**config.mk**
```make
export PLATFORM = sky130hd
export DESIGN_NAME = dcss_select
export DESIGN_NICKNAME = d
export VERILOG_FILES = /design/src/inc/dcss_pkg.sv /design/src/rtl/dcss_select.sv
export SDC_FILE = /design/constraint.sdc
export NUM_CORES = 1
export LEC_CHECK = 0
export CAP_MARGIN = 20
export CORE_MARGIN = 10
export CORE_UTILIZATION = 65
export DETAILED_ROUTE_END_ITERATION = 8
export DONT_BUFFER_PORTS = 1
export PLACE_DENSITY = 0.81
export SYNTH_ARGS = -nofsm -noshare
export SYNTH_HDL_FRONTEND = slang
export SYNTH_SLANG_ARGS = --single-unit
```
**constraint.sdc**
```tcl
create_clock -name mclk -period 7.4 [get_ports mclk]
set_input_delay 2.22 -clock mclk [delete_from_list [all_inputs] [get_ports mclk]]
set_output_delay 2.22 -clock mclk [all_outputs]
set_load 0.01 [all_outputs]
```
**src/inc/dcss_pkg.sv**
```systemverilog
// Constants, types and register map of the drive command source select block.
// Assumes one 125 MHz clock and a byte-addressed Avalon-MM register bus.
// Behaviour
// - Mode 0 V/F, 1 sensorless vector
// - Direction setting only under keypad run source
// - Reverse inhibited plus keypad reverse setting: show lockout
// - Run source keypad, terminals, communication
// - Function-12 input swaps main/alternative run source
// - Mode 0: function 0 forward, 1 reverse
// - Mode 1: function 0 runs, 1 reverses
// - Mode 2: inputs 1-3 fixed, functions ignored
// - Start pulse accepted only while stop closed
// - Frequency sources 0-6 decoded
// - Combine 0: function-13 input picks alternative
// - Combine 1: main plus alternative frequency
// - Communication frequency 0-599.00 Hz, readable back
// - Save setting picks retained frequency
// - Keypad initial frequency: current, zero, set point
// - Zero limit and command: no run, stop
// - Command above lower limit: ramp from zero
// - Otherwise ramp starts at lower limit
// - Two accel/decel time sets, 0.1-3600.0 s
package dcss_pkg;

  // ==========================================
  // Widths and ranges
  localparam int FREQ_W = 16; // 0.01 Hz units
  localparam logic [15:0] FREQ_MAX = 16'he9fc; // 599.00 Hz
  localparam logic [15:0] LOWER_MAX = 16'he9fb; // 598.99 Hz
  localparam logic [15:0] UPPER_MIN = 16'h0001; // 0.01 Hz
  localparam logic [15:0] TIME_MIN = 16'h0001; // 0.1 s
  localparam logic [15:0] TIME_MAX = 16'h8ca0; // 3600.0 s
  localparam int NUM_IN = 5; // Terminal inputs
  localparam int FUNC_W = 4; // Function code width per input
  localparam logic [3:0] FN_FWD = 4'h0;
  localparam logic [3:0] FN_REV = 4'h1;
  localparam logic [3:0] FN_RUN_ALT = 4'hc;
  localparam logic [3:0] FN_FREQ_ALT = 4'hd;

  // ==========================================
  // Register word indices (byte address is four times the index)
  localparam logic [5:0] R_CTRL = 6'h00, R_DIR = 6'h01, R_RSRC_M = 6'h02;
  localparam logic [5:0] R_RSRC_A = 6'h03, R_TMODE = 6'h04, R_FSRC_M = 6'h05;
  localparam logic [5:0] R_FSRC_A = 6'h06, R_FCOMB = 6'h07, R_COMMF = 6'h08;
  localparam logic [5:0] R_SAVE = 6'h09, R_INITS = 6'h0a, R_INITF = 6'h0b;
  localparam logic [5:0] R_UPPER = 6'h0c, R_LOWER = 6'h0d, R_ACC1 = 6'h0e;
  localparam logic [5:0] R_DEC1 = 6'h0f, R_ACC2 = 6'h10, R_DEC2 = 6'h11;
  localparam logic [5:0] R_REVINH = 6'h12, R_TSET = 6'h13, R_MFI = 6'h14;
  localparam logic [5:0] R_CMD = 6'h15, R_KPF = 6'h16, R_STAT = 6'h17;
  localparam logic [5:0] R_FOUT = 6'h18, R_KEEP = 6'h19;

  // ==========================================
  // Reset values
  localparam logic [15:0] UPPER_RST = 16'he9fc;
  localparam logic [15:0] TIME_RST = 16'h0064; // 10.0 s
  localparam logic [19:0] MFI_RST = 20'h43210; // Inputs 1..5 -> 0,1,2,3,4

  // ==========================================
  // Enumerations
  typedef enum logic [1:0] {RS_KEYPAD = 2'h0, RS_TERM = 2'h1, RS_COMM = 2'h2}
    dcss_run_src_t;
  typedef enum logic [1:0] {TM_FWD_REV = 2'h0, TM_RUN_DIR = 2'h1, TM_THREE = 2'h2}
    dcss_term_mode_t;
  typedef enum logic [2:0] {FS_KEY_UPDN = 3'h0, FS_POT = 3'h1, FS_VOLT = 3'h2,
    FS_CURR = 3'h3, FS_EXT_UPDN = 3'h4, FS_COMM = 3'h5, FS_LOOP = 3'h6}
    dcss_freq_src_t;
  typedef enum logic {TW_STOPPED = 1'b0, TW_RUNNING = 1'b1} dcss_tw_state_t;

  // Outputs toward the power stage
  typedef struct packed {
    logic run;
    logic reverse;
    logic sensorless_vector_control;
    logic reverse_lockout_indication;
    logic stop_indication;
    logic [15:0] freq_target;
    logic [15:0] ramp_start;
    logic [15:0] accel_time;
    logic [15:0] decel_time;
  } dcss_drive_t;

  // Frequency source values, all in 0.01 Hz
  typedef struct packed {
    logic [15:0] keypad_pot;
    logic [15:0] voltage_analog_input;
    logic [15:0] current_analog_input;
    logic [15:0] ext_updown;
    logic [15:0] loop_output;
  } dcss_fsrc_t;

endpackage

```
**src/rtl/dcss_select.sv**
```systemverilog
// Run and frequency command selection with its parameter registers.
// Assumes terminal pins are asynchronous, analog values are already in
// the mclk domain, and software uses Avalon-MM with waitrequest.
//
// The register addresses and register access over Avalon-MM were chosen for this implementation.
`timescale 1ns/1ps
module dcss_select (
  // Clock and reset
  input wire logic mclk,
  input wire logic resetn,
  // Avalon-MM slave
  input wire logic [7:0] address,
  input wire logic read,
  input wire logic write,
  input wire logic [31:0] writedata,
  output logic [31:0] readdata,
  output logic waitrequest,
  // Terminal pins, first to fifth multifunction input
  input wire logic [4:0] term_in,
  // Frequency source values
  input wire dcss_pkg::dcss_fsrc_t fsrc,
  // Drive commands
  output dcss_pkg::dcss_drive_t drive,
  output logic [15:0] retained_freq
);

  // ==========================================
  // Parameter registers
  logic ctrl_reg; // Control mode
  logic dir_reg; // Keypad direction
  logic [1:0] rsrc_m_reg, rsrc_a_reg; // Run sources
  logic [1:0] tmode_reg; // Terminal mode
  logic [2:0] fsrc_m_reg, fsrc_a_reg; // Frequency sources
  logic fcomb_reg; // Frequency combination
  logic [15:0] commf_reg; // Communication frequency
  logic save_reg; // Power-down save select
  logic [1:0] inits_reg; // Initial frequency mode
  logic [15:0] initf_reg, upper_reg, lower_reg; // Set points and limits
  logic [15:0] acc1_reg, dec1_reg, acc2_reg, dec2_reg; // Ramp times
  logic revinh_reg; // Reverse inhibit
  logic tset_reg; // Second time set select
  logic [19:0] mfi_reg; // Input function codes
  logic [15:0] kpf_reg; // Keypad frequency
  logic kp_run_reg; // Keypad run latch
  logic comm_run_reg, comm_rev_reg; // Communication run command
  logic ack_reg; // Bus answer phase

  // Bus decode helpers
  logic [5:0] widx;
  logic wr_take;
  logic [31:0] rd_next;
  assign widx = address[7:2];
  assign wr_take = write & ack_reg;

  // Saturate a write to a range
  function automatic logic [15:0] sat(input logic [31:0] v, input logic [15:0] lo,
    input logic [15:0] hi);
    logic [15:0] r;
    r = (v > {16'h0000, hi}) ? hi : v[15:0];
    if (r < lo) begin
      r = lo;
    end
    return r;
  endfunction

  // ==========================================
  // Bus handshake
  // One wait cycle per access; the answer stands on the second edge
  always_ff @(posedge mclk) begin
    if (!resetn) begin
      ack_reg <= 1'b0;
    end else begin
      ack_reg <= (read | write) & ~ack_reg;
    end
  end
  assign waitrequest = (read | write) & ~ack_reg;

  // ==========================================
  // Terminal synchroniser, three stages
  logic [4:0] s1_reg, s2_reg, s3_reg, term_reg, term_prev_reg;
  always_ff @(posedge mclk) begin
    if (!resetn) begin
      s1_reg <= 5'h00;
      s2_reg <= 5'h00;
      s3_reg <= 5'h00;
      term_reg <= 5'h00;
      term_prev_reg <= 5'h00;
    end else begin
      s1_reg <= term_in;
      s2_reg <= s1_reg;
      s3_reg <= s2_reg;
      // Bit changes count only once stages two and three agree
      for (int i = 0; i < 5; i++) begin
        if (s2_reg[i] == s3_reg[i]) begin
          term_reg[i] <= s3_reg[i];
        end
      end
      term_prev_reg <= term_reg;
    end
  end

  // ==========================================
  // Function code decode over the five inputs
  logic fn_fwd, fn_rev, fn_ralt, fn_falt, three_wire;
  assign three_wire = (tmode_reg == dcss_pkg::TM_THREE);
  always_comb begin
    fn_fwd = 1'b0;
    fn_rev = 1'b0;
    fn_ralt = 1'b0;
    fn_falt = 1'b0;
    // Three-wire mode ignores every function assignment
    if (!three_wire) begin
      for (int i = 0; i < 5; i++) begin
        if (term_reg[i]) begin
          if (mfi_reg[i*4 +: 4] == dcss_pkg::FN_FWD) fn_fwd = 1'b1;
          if (mfi_reg[i*4 +: 4] == dcss_pkg::FN_REV) fn_rev = 1'b1;
          if (mfi_reg[i*4 +: 4] == dcss_pkg::FN_RUN_ALT) fn_ralt = 1'b1;
          if (mfi_reg[i*4 +: 4] == dcss_pkg::FN_FREQ_ALT) fn_falt = 1'b1;
        end
      end
    end
  end

  // Active run source
  logic [1:0] run_src;
  assign run_src = fn_ralt ? rsrc_a_reg : rsrc_m_reg;

  // ==========================================
  // Three-wire start/stop latch
  // Stop contact is normally closed, so a broken wire also stops
  dcss_pkg::dcss_tw_state_t tw_reg;
  always_ff @(posedge mclk) begin
    if (!resetn) begin
      tw_reg <= dcss_pkg::TW_STOPPED;
    end else begin
      case (tw_reg)
        dcss_pkg::TW_STOPPED: begin
          // Start edge taken only with the stop contact closed
          if (three_wire && term_reg[0] && !term_prev_reg[0] && term_reg[1]) begin
            tw_reg <= dcss_pkg::TW_RUNNING;
          end
        end
        default: begin
          if (!three_wire || !term_reg[1]) begin
            tw_reg <= dcss_pkg::TW_STOPPED;
          end
        end
      endcase
    end
  end

  // ==========================================
  // Run request and direction per source
  logic run_req, rev_req, lockout;
  always_comb begin
    run_req = 1'b0;
    rev_req = 1'b0;
    lockout = 1'b0;
    case (run_src)
      dcss_pkg::RS_KEYPAD: begin
        // Direction setting counts only here
        run_req = kp_run_reg;
        rev_req = dir_reg;
        if (revinh_reg && dir_reg) begin
          lockout = 1'b1;
          run_req = 1'b0;
          rev_req = 1'b0;
        end
      end
      dcss_pkg::RS_TERM: begin
        case (tmode_reg)
          dcss_pkg::TM_FWD_REV: begin
            // Both switches on is treated as stop
            run_req = fn_fwd ^ fn_rev;
            rev_req = fn_rev & ~fn_fwd;
          end
          dcss_pkg::TM_RUN_DIR: begin
            run_req = fn_fwd;
            rev_req = fn_rev;
          end
          dcss_pkg::TM_THREE: begin
            run_req = (tw_reg == dcss_pkg::TW_RUNNING);
            rev_req = term_reg[2];
          end
          default: begin
            run_req = 1'b0;
          end
        endcase
      end
      dcss_pkg::RS_COMM: begin
        run_req = comm_run_reg;
        rev_req = comm_rev_reg;
      end
      default: begin
        run_req = 1'b0;
      end
    endcase
  end

  // ==========================================
  // Frequency source selection
  function automatic logic [15:0] fpick(input logic [2:0] code, input logic [15:0] kp,
    input logic [15:0] cm, input dcss_pkg::dcss_fsrc_t s);
    logic [15:0] f;
    case (code)
      dcss_pkg::FS_KEY_UPDN: f = kp;
      dcss_pkg::FS_POT: f = s.keypad_pot;
      dcss_pkg::FS_VOLT: f = s.voltage_analog_input;
      dcss_pkg::FS_CURR: f = s.current_analog_input;
      dcss_pkg::FS_EXT_UPDN: f = s.ext_updown;
      dcss_pkg::FS_COMM: f = cm;
      dcss_pkg::FS_LOOP: f = s.loop_output;
      default: f = 16'h0000;
    endcase
    return f;
  endfunction

  logic [15:0] f_main, f_alt, f_sel, f_cmd;
  logic [16:0] f_sum;
  assign f_main = fpick(fsrc_m_reg, kpf_reg, commf_reg, fsrc);
  assign f_alt = fpick(fsrc_a_reg, kpf_reg, commf_reg, fsrc);
  assign f_sum = {1'b0, f_main} + {1'b0, f_alt};
  always_comb begin
    if (fcomb_reg) begin
      // Sum saturates before the limit clamp
      f_sel = f_sum[16] ? 16'hffff : f_sum[15:0];
    end else begin
      f_sel = fn_falt ? f_alt : f_main;
    end
    // Clamp between lower and upper limits
    if (f_sel > upper_reg) begin
      f_cmd = upper_reg;
    end else if (f_sel < lower_reg) begin
      f_cmd = lower_reg;
    end else begin
      f_cmd = f_sel;
    end
  end

  // ==========================================
  // Drive output registers
  logic no_run;
  assign no_run = (lower_reg == 16'h0000) && (f_sel == 16'h0000);
  always_ff @(posedge mclk) begin
    if (!resetn) begin
      drive <= '0;
    end else begin
      drive.sensorless_vector_control <= ctrl_reg;
      drive.reverse_lockout_indication <= lockout;
      drive.run <= run_req & ~no_run;
      drive.stop_indication <= run_req & no_run;
      drive.reverse <= rev_req;
      drive.freq_target <= f_cmd;
      // Ramp start point is the lower limit unless the command is above it, then zero
      drive.ramp_start <= (f_sel > lower_reg) ? 16'h0000 : lower_reg;
      drive.accel_time <= tset_reg ? acc2_reg : acc1_reg;
      drive.decel_time <= tset_reg ? dec2_reg : dec1_reg;
    end
  end

  // Frequency kept over power down
  always_ff @(posedge mclk) begin
    if (!resetn) begin
      retained_freq <= 16'h0000;
    end else begin
      retained_freq <= save_reg ? commf_reg : kpf_reg;
    end
  end

  // ==========================================
  // Keypad run latch and keypad frequency
  // Start loads the initial frequency; software writes win otherwise
  logic kp_start;
  assign kp_start = wr_take && widx == dcss_pkg::R_CMD && writedata[0];
  always_ff @(posedge mclk) begin
    if (!resetn) begin
      kp_run_reg <= 1'b0;
      kpf_reg <= 16'h0000;
    end else begin
      if (kp_start) begin
        kp_run_reg <= 1'b1;
      end else if (wr_take && widx == dcss_pkg::R_CMD && writedata[1]) begin
        kp_run_reg <= 1'b0;
      end
      if (kp_start && !kp_run_reg && run_src == dcss_pkg::RS_KEYPAD) begin
        case (inits_reg)
          2'h1: kpf_reg <= 16'h0000;
          2'h2: kpf_reg <= initf_reg;
          default: kpf_reg <= kpf_reg;
        endcase
      end else if (wr_take && widx == dcss_pkg::R_KPF) begin
        kpf_reg <= sat(writedata, 16'h0000, dcss_pkg::FREQ_MAX);
      end
    end
  end

  // ==========================================
  // Register writes
  always_ff @(posedge mclk) begin
    if (!resetn) begin
      ctrl_reg <= 1'b0;
      dir_reg <= 1'b0;
      rsrc_m_reg <= 2'h0;
      rsrc_a_reg <= 2'h0;
      tmode_reg <= 2'h0;
      fsrc_m_reg <= 3'h0;
      fsrc_a_reg <= 3'h0;
      fcomb_reg <= 1'b0;
      commf_reg <= 16'h0000;
      save_reg <= 1'b0;
      inits_reg <= 2'h0;
      initf_reg <= 16'h0000;
      upper_reg <= dcss_pkg::UPPER_RST;
      lower_reg <= 16'h0000;
      acc1_reg <= dcss_pkg::TIME_RST;
      dec1_reg <= dcss_pkg::TIME_RST;
      acc2_reg <= dcss_pkg::TIME_RST;
      dec2_reg <= dcss_pkg::TIME_RST;
      revinh_reg <= 1'b0;
      tset_reg <= 1'b0;
      mfi_reg <= dcss_pkg::MFI_RST;
      comm_run_reg <= 1'b0;
      comm_rev_reg <= 1'b0;
    end else if (wr_take) begin
      // Out-of-range codes are refused, values saturate
      if (widx == dcss_pkg::R_CTRL) begin
        ctrl_reg <= writedata[0];
      end else if (widx == dcss_pkg::R_DIR) begin
        dir_reg <= writedata[0];
      end else if (widx == dcss_pkg::R_RSRC_M && writedata[1:0] != 2'h3) begin
        rsrc_m_reg <= writedata[1:0];
      end else if (widx == dcss_pkg::R_RSRC_A && writedata[1:0] != 2'h3) begin
        rsrc_a_reg <= writedata[1:0];
      end else if (widx == dcss_pkg::R_TMODE && writedata[1:0] != 2'h3) begin
        tmode_reg <= writedata[1:0];
      end else if (widx == dcss_pkg::R_FSRC_M && writedata[2:0] != 3'h7) begin
        fsrc_m_reg <= writedata[2:0];
      end else if (widx == dcss_pkg::R_FSRC_A && writedata[2:0] != 3'h7) begin
        fsrc_a_reg <= writedata[2:0];
      end else if (widx == dcss_pkg::R_FCOMB) begin
        fcomb_reg <= writedata[0];
      end else if (widx == dcss_pkg::R_COMMF) begin
        commf_reg <= sat(writedata, 16'h0000, dcss_pkg::FREQ_MAX);
      end else if (widx == dcss_pkg::R_SAVE) begin
        save_reg <= writedata[0];
      end else if (widx == dcss_pkg::R_INITS && writedata[1:0] != 2'h3) begin
        inits_reg <= writedata[1:0];
      end else if (widx == dcss_pkg::R_INITF) begin
        initf_reg <= sat(writedata, 16'h0000, dcss_pkg::FREQ_MAX);
      end else if (widx == dcss_pkg::R_UPPER) begin
        upper_reg <= sat(writedata, dcss_pkg::UPPER_MIN, dcss_pkg::FREQ_MAX);
      end else if (widx == dcss_pkg::R_LOWER) begin
        lower_reg <= sat(writedata, 16'h0000, dcss_pkg::LOWER_MAX);
      end else if (widx == dcss_pkg::R_ACC1) begin
        acc1_reg <= sat(writedata, dcss_pkg::TIME_MIN, dcss_pkg::TIME_MAX);
      end else if (widx == dcss_pkg::R_DEC1) begin
        dec1_reg <= sat(writedata, dcss_pkg::TIME_MIN, dcss_pkg::TIME_MAX);
      end else if (widx == dcss_pkg::R_ACC2) begin
        acc2_reg <= sat(writedata, dcss_pkg::TIME_MIN, dcss_pkg::TIME_MAX);
      end else if (widx == dcss_pkg::R_DEC2) begin
        dec2_reg <= sat(writedata, dcss_pkg::TIME_MIN, dcss_pkg::TIME_MAX);
      end else if (widx == dcss_pkg::R_REVINH) begin
        revinh_reg <= writedata[0];
      end else if (widx == dcss_pkg::R_TSET) begin
        tset_reg <= writedata[0];
      end else if (widx == dcss_pkg::R_MFI) begin
        mfi_reg <= writedata[19:0];
      end else if (widx == dcss_pkg::R_CMD) begin
        comm_run_reg <= writedata[2];
        comm_rev_reg <= writedata[3];
      end
    end
  end

  // ==========================================
  // Read mux, sampled in the wait cycle
  always_comb begin
    rd_next = 32'h0000_0000;
    if (widx == dcss_pkg::R_CTRL) begin
      rd_next[0] = ctrl_reg;
    end else if (widx == dcss_pkg::R_DIR) begin
      rd_next[0] = dir_reg;
    end else if (widx == dcss_pkg::R_RSRC_M) begin
      rd_next[1:0] = rsrc_m_reg;
    end else if (widx == dcss_pkg::R_RSRC_A) begin
      rd_next[1:0] = rsrc_a_reg;
    end else if (widx == dcss_pkg::R_TMODE) begin
      rd_next[1:0] = tmode_reg;
    end else if (widx == dcss_pkg::R_FSRC_M) begin
      rd_next[2:0] = fsrc_m_reg;
    end else if (widx == dcss_pkg::R_FSRC_A) begin
      rd_next[2:0] = fsrc_a_reg;
    end else if (widx == dcss_pkg::R_FCOMB) begin
      rd_next[0] = fcomb_reg;
    end else if (widx == dcss_pkg::R_COMMF) begin
      rd_next[15:0] = commf_reg;
    end else if (widx == dcss_pkg::R_SAVE) begin
      rd_next[0] = save_reg;
    end else if (widx == dcss_pkg::R_INITS) begin
      rd_next[1:0] = inits_reg;
    end else if (widx == dcss_pkg::R_INITF) begin
      rd_next[15:0] = initf_reg;
    end else if (widx == dcss_pkg::R_UPPER) begin
      rd_next[15:0] = upper_reg;
    end else if (widx == dcss_pkg::R_LOWER) begin
      rd_next[15:0] = lower_reg;
    end else if (widx == dcss_pkg::R_ACC1) begin
      rd_next[15:0] = acc1_reg;
    end else if (widx == dcss_pkg::R_DEC1) begin
      rd_next[15:0] = dec1_reg;
    end else if (widx == dcss_pkg::R_ACC2) begin
      rd_next[15:0] = acc2_reg;
    end else if (widx == dcss_pkg::R_DEC2) begin
      rd_next[15:0] = dec2_reg;
    end else if (widx == dcss_pkg::R_REVINH) begin
      rd_next[0] = revinh_reg;
    end else if (widx == dcss_pkg::R_TSET) begin
      rd_next[0] = tset_reg;
    end else if (widx == dcss_pkg::R_MFI) begin
      rd_next[19:0] = mfi_reg;
    end else if (widx == dcss_pkg::R_CMD) begin
      rd_next[3:0] = {comm_rev_reg, comm_run_reg, 1'b0, kp_run_reg};
    end else if (widx == dcss_pkg::R_KPF) begin
      rd_next[15:0] = kpf_reg;
    end else if (widx == dcss_pkg::R_STAT) begin
      // Live state of the selection logic
      rd_next[11:0] = {term_reg, run_src, tw_reg, drive.stop_indication,
        drive.reverse_lockout_indication, drive.reverse, drive.run};
    end else if (widx == dcss_pkg::R_FOUT) begin
      rd_next[31:0] = {drive.ramp_start, drive.freq_target};
    end else if (widx == dcss_pkg::R_KEEP) begin
      rd_next[15:0] = retained_freq;
    end
  end

  // Read data registered so it stands when waitrequest drops
  always_ff @(posedge mclk) begin
    if (!resetn) begin
      readdata <= 32'h0000_0000;
    end else if (read && !ack_reg) begin
      readdata <= rd_next;
    end
  end

endmodule

```
==> impl_metrics.json <==
{
  "status": "completed",
  "min_period_ns": 6.914,
  "layoutNonFillerInstCount": 2539,
  "synth_top_area_cell": "dfxtp_1",
  "start_util": 0.6651,
  "synthArstFlopShare": 0,
  "min_path_type": "flip-flop to flip-flop",
  "max_freq_mhz": 144.6,
  "final_cell_mix": "dfxtp_1, nand2_1, mux2i_1",
  "wl_mm": 72.95,
  "clk_pin_slew_ns": 0.06,
  "crit_path_cell_trace": "mux2_1 > a221o_1 > a21oi_1 > inv_1 > ha_1 > o21a_1 > o2111ai_1 > a211oi_4 > o22ai_4 > a31oi_1 > ha_1 > a21o_1 > a21o_1 > a21oi_1 > o221ai_1 > o22a_1 > buf_4 > o211ai_1 > o211a_1",
  "syn_area_per_cell_um2": 8.676,
  "grt_overflow": 0,
  "io_pins": 247,
  "critical_path_arrival_ns": 7.38,
  "clk_latency_ns": 0.53,
  "die-area_mm2": 0.03689,
  "dpl.hpwl_mm": 53.64,
  "clock_skew_ns": 0.01263,
  "netlist_instances": 2218,
  "layout_commonest_cell": "dfxtp_1",
  "die-width_um": 192.1,
  "power_density_mw_per_mm2": 179.1,
  "slew_headroom": 0.2980,
  "num_rows": 62,
  "largest_reg_flops": 69,
  "total_power_mw": 3.649,
  "drv_slew": 0,
  "globalplace.congestion": 0.9693,
  "grt_usage": 0.3807,
  "cp.required_ns": 7.87,
  "hold_violations": 0,
  "cts_sinks": 327,
  "cts_setup_buffers": 0,
  "synth_area_mm2": 0.01924,
  "ff_latch_area_mm2": 0.006550,
  "drive_above_1_share": 0.08964,
  "cts_buffers": 34,
  "yosysSeqAreaShare": 0.3402,
  "dp.cells": 2476,
  "rsz0062_at_grt": "no",
  "multi_input_area_mm2": 0.01162,
  "cts_root_buf": "clkbuf_16",
  "grt_pass1_vias": 17310,
  "peakVddDrop_mv": 0.1642,
  "worstPathMaxFanout": 24,
  "tightest_slew_ns": 1.039,
  "cpMaxStageDelayCell": "a31oi_1",
  "worstSetupEndpointType": "flip-flop",
  "grt_max_degree": 313,
  "via_per_inst": 7.227,
  "num_vias": 18350,
  "port_buffers": 0,
  "synth.distinct_cells": 115,
  "crit_path_max_incr_delay_ns": 0.58,
  "fin_setup_tns_ns": 0,
  "total_leakage_power_nw": 8.546,
  "synth_flop_cell": "dfxtp_1",
  "cts_hold_buf": 0,
  "cts_resized": 0,
  "area_growth_pct": 5.878,
  "htree_levels": 2,
  "dr.first_iter.drc_count": 2950,
  "setup_viol": 0,
  "period_share": 0.9343,
  "yosys_warnings": 0,
  "nNetsFinal": 2309,
  "cts_tree": "yes",
  "synth-edff-count": 0,
  "start_kind": "input pin",
  "antenna_found_initial": 4,
  "fillCellCount": 2307,
  "wl_per_cell_um": 28.73,
  "path_class": "input pin to flip-flop",
  "synth_top_area_frac": 0.3402,
  "antenna_left": 0,
  "ys_ff_latch": 327,
  "grt_pass1_wl_mm": 108.7,
  "core_area_mm2": 0.02894,
  "drtPass1Iterations": 6,
  "timing.max_cap.violations": 0,
  "die_h_um": 192.1,
  "drc_errors": 0,
  "clockBufferDepth": 3,
  "synthTopCellsByArea": "dfxtp_1, mux2i_1, nand2_1, o211a_1, nor2b_1",
  "synth_nets": 2397
}
==> worst paths after layout <==
kind	start	end	slack, ns	cells past startpoint
setup / recovery	fsrc[5]	drive[52]	0.49	19
setup reg to reg	fsrc_m_reg[1]	drive[52]	0.98	19
hold / removal	s1_reg[3]	s2_reg[3]	0.44	1
hold reg to reg	s1_reg[3]	s2_reg[3]	0.44	1
==> critical path: cells and delay by family <==
kind / cells / cell delay [ns]
compound gates: 14 / 3.74
fa+ha+maj: 2 / 0.74
buf+inv: 2 / 0.38
mux: 1 / 0.29
==> metrics by stage <==
| stage | util | hold slack, ns | instance area, um^2 | setup slack (ns) |
|---|---|---|---|---|
| after CTS | 0.7029 | 0.4420 | 20340 | 0.7219 |
| after global routing | 0.7040 | 0.4469 | 20370 | 0.2896 |
| after floorplan | - | 0.4119 | 19240 | 0.8930 |
| final | 0.7041 | 0.4368 | 20370 | 0.4859 |
| after detailed placement | 0.6650 | 0.4278 | 19240 | 0.2217 |
| after global placement | 0.6650 | 0.4161 | 19240 | 0.2740 |
==> power breakdown <==
group / leakage, nW / switching [mW] / internal, mW
Sequential: 2.64 / 0.0142 / 1.77
Clock: 0.539 / 0.728 / 0.985
Combinational: 5.36 / 0.0886 / 0.0606
Total: 8.55 / 0.831 / 2.82
==> kinds of logic (layout without fill, tap and decap cells) <==
kind of cell               count (synthesis)  count (layout)  share of synthesized area
muxes                                    180             180                     0.1032
xor gates and xnor gates                  12              12                   0.005462
adders and majority gates                 50              50                    0.03290
DFF                                      327             327                     0.3402
AOI/OAI and AO/OA                        636             636                     0.2548
and+or+nand+nor                          774             774                     0.2071
other                                      0               2                          0
buffers and inverters                    239             174                    0.05637
==> area by class of cell <==
type / count / area share
multi-input combinational: 1652 / 0.5704
clock buffer: 46 / 0.04698
sequential: 327 / 0.3215
clock inverter: 13 / 0.006817
tap: 384 / 0.02358
timing repair buffer: 43 / 0.01726
antenna: 2 / 0.0002456
inverter: 72 / 0.01326
==> per-layer routing <==
metal | track usage | vias to the layer above | routed length [um]
met3 | 0.1112 | 255 | 10940
met1 | 0.5026 | 8716 | 27520
met5 | 0 | - | 46
met2 | 0.5675 | 1434 | 30790
met4 | 0.1661 | 6 | 3650
li1 | - | 7939 | -
==> cells in the mapped netlist (all sizes together) (25+ instances only) <==
master,count
dfxtp,327
nand2,280
mux2i,147
nor2b,118
nor2,99
o21ai,95
clkbuf,90
a21oi,84
o211a,83
buf,77
nand3,76
and2,74
inv,70
o211ai,57
a22oi,54
a21boi,49
ha,49
nor3,28
o22ai,25
Power figures use the tool's default switching activity.
